**src/inc/bsg_defs.vh**
```
// Constants for the boot strap capture and general purpose pin block.
`ifndef BSG_DEFS_VH
`define BSG_DEFS_VH
`define BSG_NPINS 16
`define BSG_STRAP_RST 16'h0001
`define BSG_BYTE_ORDER_BIT 0
`define BSG_BOOTDEV_LSB 1
`define BSG_BOOTDEV_MSB 3
`define BSG_DEVCFG_LSB 4
`define BSG_DEVCFG_MSB 5
`define BSG_DEVSPEC_LSB 6
`define BSG_DEVSPEC_MSB 10
`define BSG_PLLI2C_LSB 11
`define BSG_PLLI2C_MSB 13
`define BSG_PCIE_LSB 14
`define BSG_PCIE_MSB 15
`define BSG_SERIAL_LINK_ID_SELECT_MASK 16'h0030
`define BSG_BOOT_SRIO 3'h1
`define BSG_BOOT_ETH 3'h2
`define BSG_BOOT_I2C 3'h3
`define BSG_INIT_NS 64
`define BSG_CLK_NS 8
`define BSG_INIT_CYC ((`BSG_INIT_NS + `BSG_CLK_NS - 1) / `BSG_CLK_NS)
`define BSG_ST_RESET 2'h0
`define BSG_ST_INIT 2'h1
`define BSG_ST_RUN 2'h2
`endif

```
**src/rtl/bsg_sync3.v**
```verilog
// Three-stage synchroniser with agreement of the last two stages.
`timescale 1ns/10ps
module bsg_sync3 #(
  parameter W = 16,
  parameter [15:0] RST = 16'h0000
) (
  input wire clk, // System clock.
  input wire rst_n, // Asynchronous reset, active low.
  input wire [W-1:0] d, // Asynchronous input.
  output reg [W-1:0] q // Filtered, synchronised value.
);
  reg [W-1:0] s1_r;
  reg [W-1:0] s2_r;
  reg [W-1:0] s3_r;

  // The first stage is read only by the second; a change counts once stages two and three agree.
  genvar i;
  generate
    for (i = 0; i < W; i = i + 1) begin : g_bit
      always @(posedge clk or negedge rst_n) begin
        if (!rst_n) begin
          s1_r[i] <= RST[i];
          s2_r[i] <= RST[i];
          s3_r[i] <= RST[i];
          q[i] <= RST[i];
        end else begin
          s1_r[i] <= d[i];
          s2_r[i] <= s1_r[i];
          s3_r[i] <= s2_r[i];
          if (s2_r[i] == s3_r[i]) begin
            q[i] <= s3_r[i];
          end
        end
      end
    end
  endgenerate
endmodule // bsg_sync3

```
**src/rtl/bsg_gpio_bit.v**
```verilog
// One general purpose pin: edge event detection, gated by direction; the output level is not used here.
`timescale 1ns/10ps
module bsg_gpio_bit (
  input wire clk, // System clock.
  input wire rst_n, // Block reset, active low.
  input wire clr, // Return to default state.
  input wire pin_in, // Synchronised pin level.
  input wire dir_out, // One makes the pin an output.
  input wire out_val, // Level to drive when output.
  input wire rise_en, // Event on rising edge.
  input wire fall_en, // Event on falling edge.
  output reg event_p // One-cycle event pulse.
);
  reg last_r;

  // Edge detection on the already filtered level; output pins raise no events.
  always @(posedge clk or negedge rst_n) begin
    if (!rst_n) begin
      last_r <= 1'b0;
      event_p <= 1'b0;
    end else if (clr) begin
      last_r <= pin_in;
      event_p <= 1'b0;
    end else begin
      last_r <= pin_in;
      event_p <= !dir_out && ((rise_en && pin_in && !last_r) || (fall_en && !pin_in && last_r));
    end
  end
endmodule // bsg_gpio_bit

```
**src/rtl/bsg_strap_gpio.v**
```verilog
// Boot strap capture and general purpose pin block.
// Summary of operation
// Latch all straps on full reset rising.
// Hand strap pins to GPIO after boot.
// GPIO enabled at power-up, all inputs; here GPIO events and drive stay off until hand-over after boot_ok.
// Every pin raises interrupt, DMA event, any core; here pins four and five (serial link id) raise nothing.
// Boot interface auto-enabled from captured selection.
// Disabled peripherals stay off until software enables.
// Emulator reset always honoured.
// Pin zero high little-endian, low big-endian.
// Pins one-three give boot device bits.
// Pins four-five config, then serial link id.
// Pins six-ten give device specific bits.
// Pins eleven-thirteen give PLL or I2C bits.
// Pins fourteen-fifteen give PCIe role.
// Board holds straps defined through full reset.
// Board may tristate drivers using reset status.
// Pins keep default state until software configures.
// Floating straps: pin zero high, others low.
// Full reset pulse restores defaults and recaptures.
// Warm reset keeps captured strap status.
// Straps held in read-only status word.
`timescale 1ns/10ps
`include "bsg_defs.vh"
module bsg_strap_gpio (
  input wire clk, // System clock, 125 MHz.
  input wire rst_n, // Power-on reset, active low, asynchronous.
  input wire full_reset_n, // Full reset pin, active low.
  input wire warm_reset_n, // Warm reset pin, active low.
  input wire emu_reset_req, // Emulator reset request level.
  input wire boot_ok, // Boot loader reports success.
  input wire [15:0] pin_in, // Pad input levels.
  input wire [15:0] sw_dir, // Software direction, one is output.
  input wire [15:0] sw_out, // Software output levels.
  input wire [15:0] sw_rise_en, // Rising edge event enables.
  input wire [15:0] sw_fall_en, // Falling edge event enables.
  input wire [15:0] sw_core_sel, // Route: zero to core 0, one to core 1.
  input wire [2:0] sw_periph_en, // Software enables: srio, eth, i2c.
  output reg [15:0] pin_out, // Pad output levels.
  output reg [15:0] pin_oe, // Pad output enables, high drives.
  output reg [15:0] pull_up, // Pad pull-up enables.
  output reg [15:0] pull_dn, // Pad pull-down enables.
  output reg [15:0] strap_status, // Captured straps, read-only.
  output reg byte_order_le, // One selects little-endian.
  output reg [2:0] boot_dev_sel, // Boot device select.
  output reg [1:0] serial_link_id_select, // Serial link identifier.
  output reg [4:0] dev_spec_cfg, // Device specific configuration.
  output reg [2:0] pll_i2c_cfg, // PLL multiplier or I2C settings.
  output reg [1:0] pcie_role, // PCIe endpoint or root complex.
  output reg [2:0] periph_en, // Enables: srio, eth, i2c.
  output reg [15:0] core0_irq, // Pin interrupts to core 0.
  output reg [15:0] core1_irq, // Pin interrupts to core 1.
  output reg [15:0] dma_trigger_engine, // DMA trigger events.
  output reg reset_status_n, // Low while the device is in reset.
  output reg gpio_ready // Pins handed to general purpose use.
);
  // Reset release, sequencing, capture edge and hand-over state.
  reg rs1_r;
  reg rs2_r;
  reg [1:0] st_r;
  reg [1:0] st_nxt;
  reg [3:0] cnt_r;
  reg fr_last_r;
  reg gp_live_r;
  // Synchronised pins and controls, and the reset sources they feed.
  wire rst_int_n;
  wire [15:0] pin_s;
  wire [3:0] ctl_s;
  wire [15:0] evt;
  wire fr_n;
  wire wr_n;
  wire emu;
  wire ok;
  wire full_rise;
  wire in_reset;

  // Sized copies of the counter load and the link id mask; a bare macro literal cannot be
  // bit-selected, and the load must be cut to the counter's four bits on purpose.
  localparam [31:0] INIT_LOAD = `BSG_INIT_CYC - 1;
  localparam [15:0] SERIAL_LINK_ID_SELECT_MASK = `BSG_SERIAL_LINK_ID_SELECT_MASK;

  // Reset release through two flops so internal logic leaves reset cleanly.
  always @(posedge clk or negedge rst_n) begin
    if (!rst_n) begin
      rs1_r <= 1'b0;
      rs2_r <= 1'b0;
    end else begin
      rs1_r <= 1'b1;
      rs2_r <= rs1_r;
    end
  end
  assign rst_int_n = rs2_r;

  // Pad and control pins arrive asynchronously; floating-pin pulls give 16'h0001.
  bsg_sync3 #(.W(16), .RST(`BSG_STRAP_RST)) u_pins (
    .clk(clk),
    .rst_n(rst_int_n),
    .d(pin_in),
    .q(pin_s)
  );
  bsg_sync3 #(.W(4), .RST(16'h0003)) u_ctl (
    .clk(clk),
    .rst_n(rst_int_n),
    .d({boot_ok, emu_reset_req, warm_reset_n, full_reset_n}),
    .q(ctl_s)
  );
  assign fr_n = ctl_s[0];
  assign wr_n = ctl_s[1];
  assign emu = ctl_s[2];
  assign ok = ctl_s[3];
  assign full_rise = fr_n && !fr_last_r;
  // Emulator reset cannot be blocked by any strap setting.
  assign in_reset = !fr_n || !wr_n || emu;

  // Reset sequencing: hold, short initialisation, then run.
  always @* begin
    st_nxt = st_r;
    case (st_r)
      `BSG_ST_RESET: begin
        if (!in_reset) begin
          st_nxt = `BSG_ST_INIT;
        end
      end
      `BSG_ST_INIT: begin
        if (in_reset) begin
          st_nxt = `BSG_ST_RESET;
        end else if (cnt_r == 4'h0) begin
          st_nxt = `BSG_ST_RUN;
        end
      end
      `BSG_ST_RUN: begin
        if (in_reset) begin
          st_nxt = `BSG_ST_RESET;
        end
      end
      default: begin
        st_nxt = `BSG_ST_RESET;
      end
    endcase
  end

  always @(posedge clk or negedge rst_int_n) begin
    if (!rst_int_n) begin
      st_r <= `BSG_ST_RESET;
      cnt_r <= 4'h0;
      fr_last_r <= 1'b1; // Matches the synchroniser's idle level, so reset gives no false capture.
      reset_status_n <= 1'b0;
    end else begin
      st_r <= st_nxt;
      fr_last_r <= fr_n;
      if (st_nxt == `BSG_ST_INIT && st_r != `BSG_ST_INIT) begin
        cnt_r <= INIT_LOAD[3:0];
      end else if (cnt_r != 4'h0) begin
        cnt_r <= cnt_r - 4'h1;
      end
      // Board drivers can tristate while this is low.
      reset_status_n <= (st_nxt == `BSG_ST_RUN);
    end
  end

  // Capture only on the full reset rising edge; warm reset leaves the word alone.
  always @(posedge clk or negedge rst_int_n) begin
    if (!rst_int_n) begin
      strap_status <= `BSG_STRAP_RST;
    end else if (full_rise) begin
      strap_status <= pin_s;
    end
  end

  // Decoded straps follow the status word field by field.
  always @(posedge clk or negedge rst_int_n) begin
    if (!rst_int_n) begin
      byte_order_le <= 1'b1;
      boot_dev_sel <= 3'h0;
      serial_link_id_select <= 2'h0;
      dev_spec_cfg <= 5'h00;
      pll_i2c_cfg <= 3'h0;
      pcie_role <= 2'h0;
    end else begin
      byte_order_le <= strap_status[`BSG_BYTE_ORDER_BIT];
      boot_dev_sel <= strap_status[`BSG_BOOTDEV_MSB:`BSG_BOOTDEV_LSB];
      serial_link_id_select <= strap_status[`BSG_DEVCFG_MSB:`BSG_DEVCFG_LSB];
      dev_spec_cfg <= strap_status[`BSG_DEVSPEC_MSB:`BSG_DEVSPEC_LSB];
      pll_i2c_cfg <= strap_status[`BSG_PLLI2C_MSB:`BSG_PLLI2C_LSB];
      pcie_role <= strap_status[`BSG_PCIE_MSB:`BSG_PCIE_LSB];
    end
  end

  // Peripheral that the captured boot selection switches on by itself, one bit each.
  // Codes outside the three boot interfaces enable nothing, so software keeps control.
  function [2:0] boot_auto_en;
    input [2:0] sel;
    begin
      case (sel)
        `BSG_BOOT_SRIO: boot_auto_en = 3'h1;
        `BSG_BOOT_ETH: boot_auto_en = 3'h2;
        `BSG_BOOT_I2C: boot_auto_en = 3'h4;
        default: boot_auto_en = 3'h0;
      endcase
    end
  endfunction

  // Boot interface switches on by itself; others wait for software.
  // The gate looks at the next state so that enables drop on the same edge as reset status.
  always @(posedge clk or negedge rst_int_n) begin
    if (!rst_int_n) begin
      periph_en <= 3'h0;
    end else if (st_nxt != `BSG_ST_RUN) begin
      periph_en <= 3'h0;
    end else begin
      periph_en <= sw_periph_en | boot_auto_en(boot_dev_sel);
    end
  end

  // Hand-over happens only after a successful boot and outside reset.
  always @(posedge clk or negedge rst_int_n) begin
    if (!rst_int_n) begin
      gp_live_r <= 1'b0;
      gpio_ready <= 1'b0;
    end else begin
      gp_live_r <= (st_r == `BSG_ST_RUN) && ok;
      // Trails the live flag by one cycle, so it rises and falls together with pin_oe.
      gpio_ready <= gp_live_r;
    end
  end

  // Per-pin event logic; pins four and five are serial link id and raise nothing.
  genvar i;
  generate
    for (i = 0; i < 16; i = i + 1) begin : g_pin
      bsg_gpio_bit u_bit (
        .clk(clk),
        .rst_n(rst_int_n),
        .clr(!gp_live_r),
        .pin_in(pin_s[i]),
        .dir_out(sw_dir[i]),
        .out_val(sw_out[i]),
        .rise_en(sw_rise_en[i] && !SERIAL_LINK_ID_SELECT_MASK[i]),
        .fall_en(sw_fall_en[i] && !SERIAL_LINK_ID_SELECT_MASK[i]),
        .event_p(evt[i])
      );
    end
  endgenerate

  // Pad drive: inputs at power-up, defaults held until software asks otherwise.
  always @(posedge clk or negedge rst_int_n) begin
    if (!rst_int_n) begin
      pin_oe <= 16'h0000;
      pin_out <= 16'h0000;
      pull_up <= `BSG_STRAP_RST;
      pull_dn <= ~`BSG_STRAP_RST;
      core0_irq <= 16'h0000;
      core1_irq <= 16'h0000;
      dma_trigger_engine <= 16'h0000;
    end else begin
      pull_up <= `BSG_STRAP_RST;
      pull_dn <= ~`BSG_STRAP_RST;
      if (gp_live_r) begin
        pin_oe <= sw_dir & ~`BSG_SERIAL_LINK_ID_SELECT_MASK;
        pin_out <= sw_out & ~`BSG_SERIAL_LINK_ID_SELECT_MASK;
      end else begin
        pin_oe <= 16'h0000;
        pin_out <= 16'h0000;
      end
      core0_irq <= evt & ~sw_core_sel;
      core1_irq <= evt & sw_core_sel;
      dma_trigger_engine <= evt;
    end
  end
endmodule // bsg_strap_gpio

```
**config.mk**
```make
export PLATFORM = sky130hd
export DESIGN_NAME = bsg_strap_gpio
export DESIGN_NICKNAME = d
export VERILOG_FILES = /design/src/rtl/bsg_sync3.v /design/src/rtl/bsg_gpio_bit.v /design/src/rtl/bsg_strap_gpio.v
export VERILOG_INCLUDE_DIRS = /design/src /design/src/inc
export SDC_FILE = /design/constraint.sdc
export NUM_CORES = 1
export LEC_CHECK = 0
export BUFFER_PORTS_ARGS = -buffer_cell sky130_fd_sc_hd__clkbuf_2
export CORE_ASPECT_RATIO = 0.9
export CORE_UTILIZATION = 45
export DETAILED_ROUTE_END_ITERATION = 10
export GPL_TIMING_DRIVEN = 1
export HOLD_SLACK_MARGIN = 0.08
export PLACE_DENSITY = 0.74
export SETUP_SLACK_MARGIN = 0.02
export SLEW_MARGIN = 25
export SYNTH_ARGS = -nofsm -noshare
export SYNTH_HDL_FRONTEND = slang
export SYNTH_HIERARCHICAL = 1
export SYNTH_SLANG_ARGS = --single-unit
```
**constraint.sdc**
```tcl
create_clock -name clk -period 6.52 [get_ports clk]
set_input_delay 0 -clock clk [delete_from_list [all_inputs] [get_ports clk]]
set_output_delay 0 -clock clk [all_outputs]
set_load 0.02 [all_outputs]
```
; After elaboration in Yosys (flattened, before gate mapping)
; Index checks and enable logic that the tools add are counted.
[classes]
add_sub_neg = 1
eq_ne = 29
mux = 26
bitwise = 4
n_reduce_logical = 138
[op_table]
columns = cell, n
row1 = logical AND 1 bit, 73
row2 = logical NOT 1 bit, 45
row3 = AND 16 bit, 2
row4 = 2-to-1 mux 16 bit, 2
row5 = equality test 1 bit, 20
row6 = logical OR 1 bit, 16
row7 = NOT 16 bit, 1
row8 = 2-to-1 mux 1 bit, 14
row9 = case mux 3 bit (3 select lines), 1
row10 = 2-to-1 mux 2 bit, 4
row11 = 2-to-1 mux 4 bit, 2
row12 = "equality test 3 x 2 -> 1 bit, second input constant", 2
row13 = 2-to-1 mux 3 bit, 2
row14 = case mux 2 bit (3 select lines), 1
row15 = "equality test 2 x 1 -> 1 bit, second input constant", 2
row16 = "equality test 2 bit, second input constant", 2
row17 = logical NOT 4 bit, 1
row18 = nonzero test 4 bit, 1
row19 = "subtractor 4 x 1 -> 4 bit, second input constant", 1
row20 = "equality test 3 x 1 -> 1 bit, second input constant", 1
row21 = OR 3 bit, 1
row22 = logical NOT 2 bit, 1
row23 = "inequality test 2 x 1 -> 1 bit, second input constant", 1
row24 = "inequality test 2 bit, second input constant", 1
row25 = nonzero test 2 bit, 1
[totals]
regBits = 233
out_inout_bits = 149

; Depth between registers and ports, before layout
; Gate-level depths: netlist of run 1.
[depth]
word_depth = 9
depth_mapped = 5
ltp_nobuf = 5

; By module
; The synthesis of run 1 kept the hierarchy.
[modules_own_cells]
columns = mod, instances, cells_per_inst, area_each_um2, seq_area_each_um2
row1 = bsg_strap_gpio, 1, 275, 4232.8, 3081.7
row2 = bsg_sync3 at u_pins, 1, 80, 1786.7, 1606.5
row3 = bsg_gpio_bit, 16, 5, 77.6, 50.0
row4 = bsg_sync3 at u_ctl, 1, 20, 455.4, 410.4

; Worst setup path after synthesis of run 1
; No wires, ideal clock.
[synth_path]
path_type = reg2reg
start = register u_ctl.q[0]
end = register strap_status[10]
setup_time_ps = 125
arrival_ps = 1250
required_time_ps = 6395
setup_slack_ps = 5144
stages_incl_launch_ff = 5
n_path_buf = 2
synth_period_minus_slack_ps = 1376
path_cell_list = dfstp_2 > nor2b_4 > buf_6 > buf_8 > mux2_4
[synth_between]
elab_chain_cells = 1
[synth_lines]
columns = item, line
row1 = start: declaration, bsg_sync3.v:10  ; output reg [W-1:0] q
row2 = start signal: indexed assignment, bsg_sync3.v:25  ; q[i] <= RST[i];
row3 = start signal: indexed assignment, bsg_sync3.v:31  ; q[i] <= s3_r[i];
row4 = logical AND 1 bit, bsg_strap_gpio.v:111  ; assign full_rise = fr_n && !fr_last_r;
row5 = end signal: assignment, bsg_strap_gpio.v:164  ; strap_status <= `BSG_STRAP_RST;
row6 = end signal: assignment, bsg_strap_gpio.v:166  ; strap_status <= pin_s;
row7 = end: declaration, bsg_strap_gpio.v:43  ; output reg [15:0] strap_status,
; Every way passes these cells.
; A chain may end at the register's enable or synchronous reset.

; Worst setup path in the final report of run 1
[layout_path]
start = register u_ctl.q[0]
end = register strap_status[15]
; Same word-level chain as after synthesis.

==> summary.md, run 1 <==
| Metric | Value |
|---|---|
| Vias per inst | 4.585 |
| Final #Nets | 882 |
| Yosys top cell by area | dfrtp_1 |
| Post-synth EDFFs | 0 |
| Residual DRC | 0 |
| Max Freq | 0.5644 GHz |
| Maximum vdd drop | 243.3 µV |
| Total of max-cap violations | 0 |
| Setup crit end | strap_status[15]$_DFFE_PN0P_ |
| RSZ-0062 raised after global routing | no |
| Pre-CTS setup slack | 4.438 ns |
| Post-DP HPWL | 9333 µm |
| Crit-path max FO | 16 |
| DP Area | 8901 µm² |
| Area fraction of the dominant cell type after synthesis | 71.35% |
| Final min period | 1.772 ns |
| Clk sinks | 235 |
| Largest net degree at the start of global routing | 86 |
| First-pass GRT wire length | 24760 µm |
| R2R Path Start | u_ctl/q[0]$_DFFE_PN1N_ |
| Routed via count | 4608 |
| Share of post-route cells with drive strength above 1 | 40.43% |
| Post-route ant nets | 0 |
| Post-route setup slack | 4.748 ns |
| Actual slew at the worst max-slew pin | 0.8305 ns |
| Tightest Hold Check Type | input port to register |
| Worst EP required | 6.89 ns |
| Top post-synthesis cells by area | dfrtp_1 (71%), dfstp_2 (5.1%), and2_1 (3.6%) |
| Synth unique cells | 35 |
| Clk_lat worst skew | 0.50 ns |
| Vias in the first global route | 4896 |
| Setup crit end kind | register |
| Mapped cell area | 7716 µm² |
| Diode count | 0 |
| Critical Path Source | u_ctl/q[0]$_DFFE_PN1N_ |
| Syn_area_per_cell | 16.96 µm² |
| Slew HR | 44.63% |
| Non-filler cells, final | 1005 |
| Dpl cells | 878 |
| Synth async-reset ratio | 100.0% |
| Sequential fraction of the synthesis area | 76.46% |
| Fin Setup TNS | 0 ns |
| PD cells | 330.5 nW/µm² |
| Fin Clk Skew | 0.01410 ns |
| Initial antenna violation count | 0 |
| Count leader, synth | dfrtp_1 |
| P_leak | 5.305 nW |
| Worst path arrival time | 2.14 ns |
| Startpoint types | register |
| H-tree depth | 1 |
| Root Buffer | clkbuf_16 |
| Placeable Area | 16830 µm² |
| Critical R2R Capture | strap_status[15]$_DFFE_PN0P_ |
| Mapped Cells | 455 |
| Status | complete, no violations |
| Internal reg-to-reg setup slack | 4.75 ns |
| PortBufs | 211 |
| Rows | 45 |
| Setup repair bufs after CTS | 0 |
| GR Util All Layers | 17.92% |
| Chip height | 126.2 µm |
| Clock tree from TritonCTS | built |
| DIE AREA | 17680 µm² |
| # resized after CTS | 0 |
| Gpl congestion | 0.7591 |
| Synth Register Bits | 235 |
| Fin. max-slew vios | 0 |
| Kind of critical path | register to register |
| TritonCTS buffer count | 24 |
| Clk slew on worst S/H paths | 0.06 ns |
| Die Wd | 140.0 µm |
| Post-synth top cells | dfrtp_1 (220), and2_1 (44), buf_4 (36), nand3b_1 (33), maj3_2 (20) |
| CTS Hold Buffers Added | 83 |
| Grt ovf | 0 |
| Post-layout instance area | 10610 µm² |
| Yosys synthesis warning count | 6 |
| Starting Density | 45.83% |
| Reg2reg path depth | 2 |
| Ys flop type | dfrtp_1 |
| Final setup vio count | 0 |
| Initial DRC count | 160 |
| Io pins | 254 |
| Hold Vio Cnt, Final | 0 |
| Ratio of final minimum period to clock period | 27.17% |
| DRT Wirelength | 15440 µm |
| Max Root-Sink Buffers | 3 |
| First-pass detailed-route iteration total | 4 |
| Area Overhead vs Synth | 37.54% |
| Wirelength per Cell | 15.37 µm |
## cell families after synthesis
logic type,share of synthesized area (%)
AOI/OAI and AO/OA,3.437
xor gates and xnor gates,0.1135
adders and majority gates,3.081
buffers and inverters,4.232
DFF,76.46
muxes,3.097
other,0.09733
and+or+nand+nor,9.486
## area by class of cell
cell class	count	area (µm²)
Inverter	5	18.77
Clock buffer	34	709.4
Multi-Input combinational cell	213	1637
Sequential cell	235	5903
Timing Repair Buffer	297	1917
Fill cell	1194	6222
Clock inverter	10	163.9
Tap cell	211	264.0
## worst min path at each step
stage | start | to | slack [ns] | cells after the start
2_1_floorplan | rst_n | rs1_r$_DFF_PN0_ | -0.30 | 0
3_3_place_gp | rst_n | rs1_r$_DFF_PN0_ | -0.21 | 1
3_5_place_dp | rst_n | rs1_r$_DFF_PN0_ | -0.21 | 1
4_1_cts | full_reset_n | u_ctl/s1_r[0]$_DFF_PN1_ | 0.11 | 2
5_1_grt | warm_reset_n | u_ctl/s1_r[1]$_DFF_PN1_ | 0.13 | 2
6_report | full_reset_n | u_ctl/s1_r[0]$_DFF_PN1_ | 0.14 | 2
## report_power, final
group / total (mW) / switching (mW) / internal [mW]
combinational: 0.377 / 0.208 / 0.169
sequential: 1.67 / 0.0873 / 1.58
clock: 1.46 / 0.545 / 0.919
total: 3.51 / 0.840 / 2.67
## routing by layer
layer	wire [µm]	up-vias	track usage (%)
li1	-	2086	-
met1	6122	2299	21.41
met2	8049	187	32.03
met3	797	36	3.916
met4	475	0	6.141
met5	0	-	0
## critical path, cell delays in order, from the launching register on
cell and delay, ns:
dfstp_2 0.58, nor2b_4 0.66, mux2_1 0.40
## cells in the final DEF, fill, tap and decap left out, types with 16 or more instances in the layout
| master | netlist | routed |
|---|---|---|
| dfrtp_1 | 220 | 219 |
| maj3_2 | 20 | 20 |
| nand3b_1 | 33 | 33 |
| nor2b_1 | 16 | 16 |
| a211oi_2 | 16 | 16 |
| and2_1 | 44 | 44 |
| conb_1 | 2 | 41 |
| clkbuf_2 | 0 | 211 |
| clkbuf_16 | 0 | 25 |
| dlygate4sd3_1 | 0 | 83 |
## sequential cells by signal, indices dropped and copies added (netlist names), 14 cells and up
name / count
u_pins/s1_r: 16
u_pins/s2_r: 16
pin_oe: 14
core0_irq: 16
g_pin.u_bit/last_r: 16
u_pins/s3_r: 16
g_pin.u_bit/event_p: 16
u_pins/q: 16
core1_irq: 16
dma_trigger_engine: 16
pin_out: 14
strap_status: 16
## through the flow
| stage | total power, mW | hold WS, ns | util, % |
|---|---|---|---|
| 2_1_floorplan | 1.912 | -0.2956 | - |
| 3_3_place_gp | 2.015 | -0.2141 | 52.87 |
| 3_5_place_dp | 2.037 | -0.2071 | 52.87 |
| 4_1_cts | 3.547 | 0.1099 | 63.00 |
| 5_1_grt | 3.649 | 0.1290 | 63.04 |
| 6_report | 3.508 | 0.1385 | 63.04 |
(Power assumes the default switching activity.)
==> inputs of run 2 (changes only) <==
--- a/config.mk
+++ b/config.mk
@@ -8,11 +8,11 @@
 export LEC_CHECK = 0
 export BUFFER_PORTS_ARGS = -buffer_cell sky130_fd_sc_hd__clkbuf_2
 export CORE_ASPECT_RATIO = 0.9
-export CORE_UTILIZATION = 45
+export CORE_UTILIZATION = 50
 export DETAILED_ROUTE_END_ITERATION = 10
 export GPL_TIMING_DRIVEN = 1
 export HOLD_SLACK_MARGIN = 0.08
-export PLACE_DENSITY = 0.74
+export PLACE_DENSITY = 0.78
 export SETUP_SLACK_MARGIN = 0.02
 export SLEW_MARGIN = 25
 export SYNTH_ARGS = -nofsm -noshare
==> constraint.sdc (replaced) <==
create_clock -name clk -period 1.8 [get_ports clk]
set_input_delay 0 -clock clk [delete_from_list [all_inputs] [get_ports clk]]
set_output_delay 0 -clock clk [all_outputs]
set_load 0.02 [all_outputs]
==> run 2 against run 1 <==
  * Core utilization up 9.2 points
  * Final area rose by 1.2%
  * Sequential share of layout area decreased by 0.67 points
  * Sequential power rose to 3.6 times the previous value
  * Final cell count about the same
  * Power grew to 3.6 times the previous value
  * Setup slack got worse by 4.5 ns
==> summary.md, run 2 (same netlist as run 1, synthesis figures left out) <==
| Metric | Value |
|---|---|
| Crit-path max FO | 5 (-11) |
| RSZ-0062 raised after global routing | no |
| Largest net degree at the start of global routing | 42 (-51%) |
| Vias per inst | 4.691 (+2.3%) |
| Most frequent cells in the layout | dfrtp_1 (219), clkbuf_2 (211), dlygate4sd3_1 (83) |
| First-pass detailed-route iteration total | 4 (unchanged) |
| Commonest non-fill, non-tap cell in the layout | dfrtp_1 |
| Grt ovf | 0 (unchanged) |
| Worst EP required | 2.23 ns (-4.66 ns) |
| Final #Nets | 894 (+1.4%) |
| Actual slew at the worst max-slew pin | 0.5356 ns (-0.2949 ns) |
| Post-DP HPWL | 10460 µm (+12%) |
| Sw power | 3.070 mW (+270%) |
| Kind of critical path | register to register |
| Clk slew on worst S/H paths | 0.06 ns (about the same) |
| Fin. max-slew vios | 0 (unchanged) |
| # resized after CTS | 0 (unchanged) |
| Share of post-route cells with drive strength above 1 | 41.19% (+0.76 points) |
| Met2 WL | 9446 µm (+17%) |
| Post-route ant nets | 0 (unchanged) |
| Root Buffer | clkbuf_16 |
| Comb power frac | 11.4% (+0.6 points) |
| Ratio of final minimum period to clock period | 88.09% (+61 points) |
| PortBufs | 211 (unchanged) |
| Final min period | 1.586 ns (-0.1860 ns) |
| Residual DRC | 0 (unchanged) |
| Worst path arrival time | 2.02 ns (-0.12 ns) |
| P_leak | 5.400 nW (+1.8%) |
| GR Util All Layers | 22.09% (+4.2 points) |
| Initial antenna violation count | 0 (unchanged) |
| Gpl congestion | 0.7939 (+4.6%) |
| DIE AREA | 15930 µm² (-9.9%) |
| Total power draw | 12.63 mW (+260%) |
| Register share of total power | 47.9% (+0.4 points) |
| TritonCTS buffer count | 24 (unchanged) |
| Setup crit end kind | register |
| Clk_lat worst skew | 0.50 ns (about the same) |
| Max Freq | 0.6306 GHz (+12%) |
| Internal power | 9.564 mW (+260%) |
| Vias in the first global route | 5165 (+5.5%) |
| Startpoint types | register |
| Maximum vdd drop | 722.5 µV (+200%) |
| Final setup vio count | 0 (unchanged) |
| DR top layer | met4 |
| DRT Wirelength | 16930 µm (+9.6%) |
| Tightest Hold Check Type | input port to register |
| PD cells | 1176 nW/µm² (+260%) |
| Area Overhead vs Synth | 39.22% |
| Starting Density | 51.88% (+6.1 points) |
| Max Root-Sink Buffers | 3 (unchanged) |
| Met3 WL | 852 µm (+6.9%) |
| Chip height | 119.9 µm (-5.1%) |
| Final core utilization | 72.24% (+9.2 points) |
| Metal-1 WL | 6242 µm (+2.0%) |
| Clock share of power | 40.7% (-1.0 points) |
| Initial DRC count | 176 (+10%) |
| Status | complete, no violations |
| Dpl cells | 877 (-0.11%) |
| Wirelength per Cell | 16.86 µm (+9.7%) |
| Sw Ratio | 24.30% (+0.36 points) |
| Clk sinks | 235 (unchanged) |
| H-tree depth | 1 (unchanged) |
| DP Area | 9062 µm² (+1.8%) |
| Fin Setup TNS | 0 ns (unchanged) |
| Die Wd | 132.9 µm (-5.1%) |
| Routed via count | 4710 (+2.2%) |
| Rows | 42 (-6.7%) |
| Total of max-cap violations | 0 (unchanged) |
| Fin Clk Skew | 0.01832 ns (+0.004216 ns) |
| Slew HR | 64.29% (+20 points) |
| Clock tree from TritonCTS | built |
| Hold Vio Cnt, Final | 0 (unchanged) |
| Diode count | 0 (unchanged) |
| Placeable Area | 14870 µm² (-12%) |
| First-pass GRT wire length | 26770 µm (+8.1%) |
| Io pins | 254 (unchanged) |
| Non-filler cells, final | 1004 (-0.10%) |
| Post-layout instance area | 10740 µm² (+1.2%) |
## run 2: per-stage QoR
step	setup WS [ns]	hold slack, ns
finish	0.2143	0.1541
global route	0.1486	0.1348
CTS	0.2218	0.1300
detailed placement	0.2369	-0.2096
global placement	0.3103	-0.2140
floorplan	-0.5634	-0.2956
## run 2: layout make-up
class,instances,area [µm²]
sequential,235,5903
fill,895,4129
timing repair buffer,309,2087
multi-input combinational,213,1637
clock buffer,34,709.4
tap,198,247.7
clock inverter,10,140.1
inverter,5,18.77
## run 2: worst paths after layout
kind	cells after the start	to	slack [ns]	from
min in group asynchronous	0	periph_en[1]$_DFF_PN0_	0.30	rs2_r$_DFF_PN0_
min reg2reg	0	periph_en[1]$_DFF_PN0_	0.30	rs2_r$_DFF_PN0_
max reg2reg	3	g_pin[8].u_bit/event_p$_DFF_PN0_	0.21	u_pins/q[8]$_DFFE_PN0N_
min	2	u_pins/s1_r[8]$_DFF_PN0_	0.15	pin_in[8]
max in group asynchronous	1	u_ctl/s2_r[0]$_DFF_PN1_	0.80	rs2_r$_DFF_PN0_
max	3	g_pin[8].u_bit/event_p$_DFF_PN0_	0.21	u_pins/q[8]$_DFFE_PN0N_
## run 2: power groups by stage
stage	logic (mW)	clock network, mW	registers [mW]
5_1_grt	1.54	5.46	6.11
6_report	1.44	5.14	6.05
3_3_place_gp	1.24	0	6.11
2_1_floorplan	0.557	0	6.37
3_5_place_dp	1.31	0	6.14
4_1_cts	1.44	5.24	6.06
## run 2: layer usage
layer | vias to the layer above | GRT usage, %
met5 | - | 0
met4 | 0 | 7.256
met3 | 39 | 4.267
met2 | 187 | 42.15
met1 | 2366 | 24.54
li1 | 2118 | -
## run 2: worst max-delay path: stages (launching register included)
cell	delay, ns
dfrtp_1	0.44
nand3b_1	0.21
a211oi_2	0.26
dlygate4sd3_1	0.61
## run 2: repair_timing
action                    CTS  global route
buffers inserted            0             0
hold endpoints to repair   99             0
hold buffers               83             0
